[config.mk]
export PLATFORM = sky130hd
export DESIGN_NAME = rrt_ring_trip
export DESIGN_NICKNAME = d
export VERILOG_FILES = /design/src/rrt_edge_sync.v /design/src/rrt_ring_trip.v
export VERILOG_INCLUDE_DIRS = /design/src /design/src/src
export SDC_FILE = /design/constraint.sdc
export NUM_CORES = 1
export LEC_CHECK = 0
export BUFFER_PORTS_ARGS = -buffer_cell sky130_fd_sc_hd__buf_2
export CELL_PAD_IN_SITES_DETAIL_PLACEMENT = 1
export CELL_PAD_IN_SITES_GLOBAL_PLACEMENT = 1
export CORE_MARGIN = 2
export CORE_UTILIZATION = 51
export CTS_CLUSTER_DIAMETER = 200
export DETAILED_ROUTE_END_ITERATION = 8
export PLACE_DENSITY = 0.83
export SYNTH_ARGS = -nofsm -noshare
export SYNTH_HDL_FRONTEND = slang
export SYNTH_SLANG_ARGS = --single-unit
[constraint.sdc]
create_clock -name clk_i -period 7.5 [get_ports clk_i]
set_input_delay 1.5 -clock clk_i [delete_from_list [all_inputs] [get_ports clk_i]]
set_output_delay 1.5 -clock clk_i [all_outputs]
set_load 0.02 [all_outputs]
[src/rrt_defines.vh]
`ifndef RRT_DEFINES_VH
`define RRT_DEFINES_VH

// Clock period in picoseconds (100 MHz)
`define RRT_CLK_PERIOD_PS 10000
// Trip evaluation window after each sync rising edge seen in idle, in microseconds
`define RRT_EVAL_WINDOW_US 20
// Integrator clear time after the window, in microseconds
`define RRT_CLEAR_TIME_US 100
// Longest evaluation window rounds down to whole cycles
`define RRT_EVAL_CYCLES ((`RRT_EVAL_WINDOW_US * 1000000) / `RRT_CLK_PERIOD_PS)
// Least clear time rounds up to whole cycles
`define RRT_CLEAR_CYCLES (((`RRT_CLEAR_TIME_US * 1000000) + `RRT_CLK_PERIOD_PS - 1) / `RRT_CLK_PERIOD_PS)
// Integrator accumulator width and trip threshold
`define RRT_ACC_WIDTH 24
`define RRT_TRIP_THRESHOLD 24'h000010
// Ring cycles allowed for a trip response in the worst case
`define RRT_MAX_TRIP_CYCLES 3

`endif

[src/rrt_edge_sync.v]
`timescale 1ns/100ps
`default_nettype none

// Registers a level and reports its rising and falling edges
module rrt_edge_sync (
  input wire clk_i,
  input wire nrst_i,
  input wire level_i,
  output wire level_o,
  output wire rise_o,
  output wire fall_o
);

  reg prev;

  always @(posedge clk_i or negedge nrst_i) begin
    if (!nrst_i) begin
      prev <= 1'b0;
    end else begin
      prev <= level_i;
    end
  end

  assign level_o = prev;
  assign rise_o = level_i & ~prev;
  assign fall_o = ~level_i & prev;

endmodule // rrt_edge_sync

`default_nettype wire

[src/rrt_ring_trip.v]
// Contract
// - Request latch follows ring request while strobe is high.
// - Request latch holds ring request value from strobe falling edge.
// - Relay flip-flop loads latch output only on sync rising edges.
// - Off-hook means comparator high under half of one ringing cycle.
// - A detected trip clears latch and relay at the next sync rise.
// - Each sync rising edge in idle opens a 20 us evaluation window; edges during window or clear are ignored.
// - After the window the integrator is held at zero for 100 us.
// - Detection takes one ring cycle; worst-case trip response within three cycles.
// - Detection uses one cycle, reset is produced on the second cycle.
`timescale 1ns/100ps
`default_nettype none
`include "rrt_defines.vh"

module rrt_ring_trip #(
  parameter ACC_WIDTH = `RRT_ACC_WIDTH,
  parameter EVAL_CYCLES = `RRT_EVAL_CYCLES,
  parameter CLEAR_CYCLES = `RRT_CLEAR_CYCLES
) (
  input wire clk_i,
  input wire nrst_i,
  input wire ring_request_i,
  input wire strobe_i,
  input wire zero_cross_sync_i,
  input wire loop_current_comparator_i,
  input wire trip_disable_i,
  output wire ring_relay_o,
  output wire request_latched_o,
  output wire eval_window_o,
  output wire integrator_discharge_switch_o,
  output wire trip_threshold_comparator_o,
  output wire trip_reset_o
);

  localparam [2:0] ST_IDLE = 3'b001;
  localparam [2:0] ST_EVAL = 3'b010;
  localparam [2:0] ST_CLEAR = 3'b100;

  ////////////////////////////////////////////////////////////////////////
  // Edge detection on the sync input

  wire sync_rise;

  rrt_edge_sync u_sync_edge (
    .clk_i(clk_i),
    .nrst_i(nrst_i),
    .level_i(zero_cross_sync_i),
    .level_o(),
    .rise_o(sync_rise),
    .fall_o()
  );

  ////////////////////////////////////////////////////////////////////////
  // Trip evaluation sequencer

  reg [2:0] state;
  reg [2:0] next_state;
  reg [16:0] timer;
  reg [16:0] next_timer;
  reg trip_pending;
  reg trip_reset;
  reg signed [ACC_WIDTH-1:0] trip_integrator_cap;

  wire signed [ACC_WIDTH-1:0] threshold = `RRT_TRIP_THRESHOLD;
  // Integrator grounded: no charge, no trip
  wire trip_above = ~trip_disable_i && (trip_integrator_cap > threshold);
  wire in_eval = (state == ST_EVAL);
  wire in_clear = (state == ST_CLEAR);

  always @* begin
    next_state = state;
    next_timer = timer;
    case (state)
      ST_IDLE: begin
        if (sync_rise) begin
          next_state = ST_EVAL;
          next_timer = EVAL_CYCLES[16:0] - 17'h00001;
        end
      end
      ST_EVAL: begin
        if (timer == 17'h00000) begin
          next_state = ST_CLEAR;
          next_timer = CLEAR_CYCLES[16:0] - 17'h00001;
        end else begin
          next_timer = timer - 17'h00001;
        end
      end
      ST_CLEAR: begin
        if (timer == 17'h00000) begin
          next_state = ST_IDLE;
        end else begin
          next_timer = timer - 17'h00001;
        end
      end
      default: begin
        next_state = ST_IDLE;
        next_timer = 17'h00000;
      end
    endcase
  end

  always @(posedge clk_i or negedge nrst_i) begin
    if (!nrst_i) begin
      state <= ST_IDLE;
      timer <= 17'h00000;
    end else begin
      state <= next_state;
      timer <= next_timer;
    end
  end

  ////////////////////////////////////////////////////////////////////////
  // Up/down integrator of the loop current comparator

  // Saturating limits keep a stalled sync from wrapping the count
  localparam [ACC_WIDTH-1:0] ACC_MAX = {1'b0, {(ACC_WIDTH-1){1'b1}}};
  localparam [ACC_WIDTH-1:0] ACC_MIN = {1'b1, {(ACC_WIDTH-1){1'b0}}};
  localparam [ACC_WIDTH-1:0] ACC_ONE = {{(ACC_WIDTH-1){1'b0}}, 1'b1};

  reg signed [ACC_WIDTH-1:0] next_integrator;

  // Held during the window so the judgement sees the count from the end of clear to the sync rise
  always @* begin
    next_integrator = trip_integrator_cap;
    if (in_clear || trip_disable_i) begin
      next_integrator = {ACC_WIDTH{1'b0}};
    end else if (!in_eval) begin
      if (loop_current_comparator_i) begin
        // Comparator high: loop current below threshold, count down
        if (trip_integrator_cap != ACC_MIN) begin
          next_integrator = trip_integrator_cap - ACC_ONE;
        end
      end else begin
        // Comparator low: loop current above threshold, count up
        if (trip_integrator_cap != ACC_MAX) begin
          next_integrator = trip_integrator_cap + ACC_ONE;
        end
      end
    end
  end

  always @(posedge clk_i or negedge nrst_i) begin
    if (!nrst_i) begin
      trip_integrator_cap <= {ACC_WIDTH{1'b0}};
    end else begin
      trip_integrator_cap <= next_integrator;
    end
  end

  ////////////////////////////////////////////////////////////////////////
  // Trip decision: judged in the window, reset at the next sync rise

  reg next_trip_pending;

  always @* begin
    next_trip_pending = trip_pending;
    if (sync_rise && trip_pending) begin
      next_trip_pending = 1'b0;
    end
    // A judgement in the same cycle as the firing edge is kept
    if (in_eval && trip_above) begin
      next_trip_pending = 1'b1;
    end
    // Grounded integrator: automatic trip is off
    if (trip_disable_i) begin
      next_trip_pending = 1'b0;
    end
  end

  always @(posedge clk_i or negedge nrst_i) begin
    if (!nrst_i) begin
      trip_pending <= 1'b0;
      trip_reset <= 1'b0;
    end else begin
      trip_pending <= next_trip_pending;
      trip_reset <= sync_rise & trip_pending;
    end
  end

  ////////////////////////////////////////////////////////////////////////
  // Request latch and relay flip-flop

  reg request_latch;
  reg ring_relay;
  // Trip clear wins over a strobe load in the same cycle
  wire trip_now = sync_rise & trip_pending;

  always @(posedge clk_i or negedge nrst_i) begin
    if (!nrst_i) begin
      request_latch <= 1'b0;
    end else if (trip_now) begin
      request_latch <= 1'b0;
    end else if (strobe_i) begin
      request_latch <= ring_request_i;
    end
  end

  always @(posedge clk_i or negedge nrst_i) begin
    if (!nrst_i) begin
      ring_relay <= 1'b0;
    end else if (trip_now) begin
      ring_relay <= 1'b0;
    end else if (sync_rise) begin
      ring_relay <= request_latch;
    end
  end

  assign ring_relay_o = ring_relay;
  assign request_latched_o = request_latch;
  assign eval_window_o = in_eval;
  assign integrator_discharge_switch_o = in_clear;
  assign trip_threshold_comparator_o = in_eval & trip_above;
  assign trip_reset_o = trip_reset;

endmodule // rrt_ring_trip

`default_nettype wire

==> run metrics <==
fraction of registers with async set/reset 100%; Final Setup Violations 0; Syn Area/Cell between 8 and 9 um^2; FILL cells about 870; cells after synthesis between 400 and 500; worst hold stages 2; Crit Path Class input pin to flip-flop; Worst Skew between 0.007 and 0.008 ns; Syn-to-layout area delta 7.03%; worst r2r path cells 9; IO Pins 13; hold_sp ring_relay_o; cts bufs inserted 5; Worst-Skew Late Latency a little over 0.3 ns; Tcrit/Tclk final between 50% and 60%; Setup TNS 0 ns; clk sinks 49; vias approximately 3500; ANT nets after route 0; NumNets Final between 400 and 500; largest net degree at the start of global routing 49; root buffer cell clkbuf_8; Post-Route WL 10.5 mm; pwr/cell area 127 nW/um^2; Port Buf Inserts 12; max_cap viols 0; Iter 0 DRT Violations 222; core box area a little over 7000 um^2; Starting Density approximately half; GR Overflow Total 0; sequential cell area fraction in the yosys report about a third; CP Max Fanout 29; Post-Synthesis Cell Area 3720 um^2; area occupied by multi-input gates roughly 2400 um^2; clock buffer depth 2; total die area ~8000 um^2; Leakage 1.88 nW; FP Rows 31; syn_nets 488; Syn. warnings 0; Post-synth top flop dfrtp_1; Max Clock Freq roughly 250 MHz; post-route cell area between 3000 and 4000 um^2; Synth Register Bits 49; RSZ-0062 raised after global routing no; fin crit period roughly 4 ns; vias per std cell 6.24; flop-to-flop setup slack 4.24 ns; CTS resizes 0; Area after DPL a little under 4000 um^2; dpl hpwl ~7.6 mm; final hold violations 0; H-tree level count 2; CTS tree yes; Final Wtd Congestion slightly above 0.9; initial antenna violation count 0; status complete, no violations; endpoint type of the worst setup path flip-flop; Die Wd around 89 um; post-CTS setup buffers 0; # DRC 0; GRT Total Usage 27.7%; antenna cells 0; worst hold path class flip-flop to flip-flop; Worst R2R End timer[11]; number of global-route vias before repair about 3500; first-pass GRT wire length approximately 17 mm; Post-synth EDFFs 0; Worst Tran Pin Value 0.909 ns; relative slew slack between 30% and 40%; drt first pass iters 4; proportion of layout cells with a drive suffix above 1 just under 8%; Critical path origin loop_current_comparator_i; Worst-path clk slew approximately 0.09 ns; critical path arrival around 4.2 ns; Pins Over Slew Limit 0; Reg area between 1000 and 1500 um^2; Reg2Reg Launch Point timer[0]; Post-CTS Hold Buffers 0; post-synth cell types 59; average wire per standard cell 18.6 um; WHS Endpoint ring_relay_o; Max VDD drop 0.0000660 V; startpoint types input pin; WP data required ~7.7 ns; Die Height 89.4 um
-- critical path: stages --
cell and delay [ns]:
buf_2 0.50, ha_1 0.40, a21o_1 0.23, a31o_2 0.22
o21ai_0 0.37, o311a_1 0.32, o31ai_1 0.12, nor4b_1 0.16
or3_1 0.40
-- worst max path at each step --
stage                                    endpoint  slack, ns
after floorplan           trip_integrator_cap[22]       3.84
after global placement    trip_integrator_cap[22]       3.31
after detailed placement  trip_integrator_cap[21]       3.19
after CTS                 trip_integrator_cap[21]       3.52
after global routing      trip_integrator_cap[19]       3.33
final                     trip_integrator_cap[21]       3.46
-- report_power, final --
part / switching [mW] / internal (mW) / total, mW
Sequential: 0.000912 / 0.266 / 0.267
Combinational: 0.0334 / 0.0135 / 0.0468
Clock: 0.0918 / 0.0991 / 0.191
Total: 0.126 / 0.378 / 0.504
-- flip-flops by register name, indices dropped and copies added, names as in the netlist --
name                 count
trip_pending             1
trip_integrator_cap     24
state                    3
trip_reset_o             1
u_sync_edge.level_o      1
request_latched_o        1
ring_relay_o             1
timer                   17
-- cell usage in the layout (no fill, tap or decap), drive strengths merged, types with 4 or more instances in the layout --
| master | instances |
|---|---|
| a21o | 9 |
| nor4b | 4 |
| nor3 | 11 |
| inv | 19 |
| xor2 | 10 |
| clkbuf | 6 |
| nand3 | 21 |
| and3 | 4 |
| or2 | 4 |
| o31ai | 4 |
| o22ai | 4 |
| nand2b | 4 |
| nand2 | 38 |
| or4 | 6 |
| o21ai | 36 |
| or3 | 6 |
| ha | 23 |
| buf | 16 |
| nand4b | 4 |
| nand4 | 6 |
| dfrtp | 48 |
| a31oi | 8 |
| xnor2 | 9 |
| nor2b | 6 |
| a21oi | 43 |
| nor4 | 8 |
| mux2i | 11 |
| nor2 | 54 |
-- per-stage QoR --
| step | total power, mW | util (%) | hold WS, ns | cells | setup WS [ns] |
|---|---|---|---|---|---|
| 2_1_floorplan | 0.299 | - | 0.450 | 457 | 3.84 |
| 3_3_place_gp | 0.317 | 54.0 | 0.448 | 554 | 3.31 |
| 3_5_place_dp | 0.319 | 54.0 | 0.482 | 554 | 3.19 |
| 4_1_cts | 0.508 | 55.5 | 0.502 | 562 | 3.52 |
| 5_1_grt | 0.523 | 55.5 | 0.539 | 562 | 3.33 |
| 6_report | 0.504 | 55.5 | 0.490 | 562 | 3.46 |
-- Yosys cell counts, drive strengths merged, types with 2 or more instances --
cell type | n | area (um^2)
nor2 | 54 | 203
dfrtp | 48 | 1200
a21oi | 43 | 215
nand2 | 38 | 145
o21ai | 36 | 191
ha | 23 | 288
nand3 | 21 | 105
inv | 19 | 71.3
clkbuf | 12 | 45.0
mux2i | 11 | 110
nor3 | 11 | 55.1
xor2 | 10 | 87.6
a21o | 9 | 67.6
xnor2 | 9 | 78.8
a31oi | 8 | 50.1
nor4 | 8 | 65.1
buf | 6 | 28.8
nand4 | 6 | 37.5
nor2b | 6 | 37.5
or3 | 6 | 37.5
or4 | 6 | 48.8
and3 | 4 | 25.0
nand2b | 4 | 25.0
nand4b | 4 | 35.0
nor4b | 4 | 35.0
o22ai | 4 | 25.0
o31ai | 4 | 30.0
or2 | 4 | 25.0
a21boi | 3 | 22.5
nand3b | 3 | 22.5
nor3b | 3 | 22.5
o21bai | 3 | 22.5
a211oi | 2 | 15.0
a31o | 2 | 17.5
and2 | 2 | 12.5
o21a | 2 | 15.0
o41ai | 2 | 17.5
-- final cells by class --
cell class	count	area share [%]
Tap cell	99	3.11
Multi-Input combinational cell	371	59.3
Inverter	19	1.79
Sequential cell	49	30.8
Clock buffer	6	1.82
Timing Repair Buffer	16	2.26
Clock inverter	2	0.879
-- cells by family after synthesis --
logic type               synth area share [%]
AND/OR/NAND/NOR                          25.9
buffers and inverters                    3.90
flip-flops                               33.0
XOR/XNOR                                 4.47
adder cells (fa/ha/maj)                  8.27
AO/OA/AOI/OAI                            21.5
multiplexers                             2.96
-- routing by layer --
layer / track usage (%) / up-vias / wire, um
met4: 7.73 / 0 / 141
met5: 0 / - / 0
met2: 45.7 / 45 / 5080
li1: - / 1689 / -
met1: 37.8 / 1761 / 5010
met3: 4.16 / 14 / 247
Note: power is estimated with default switching activity, not from simulation.
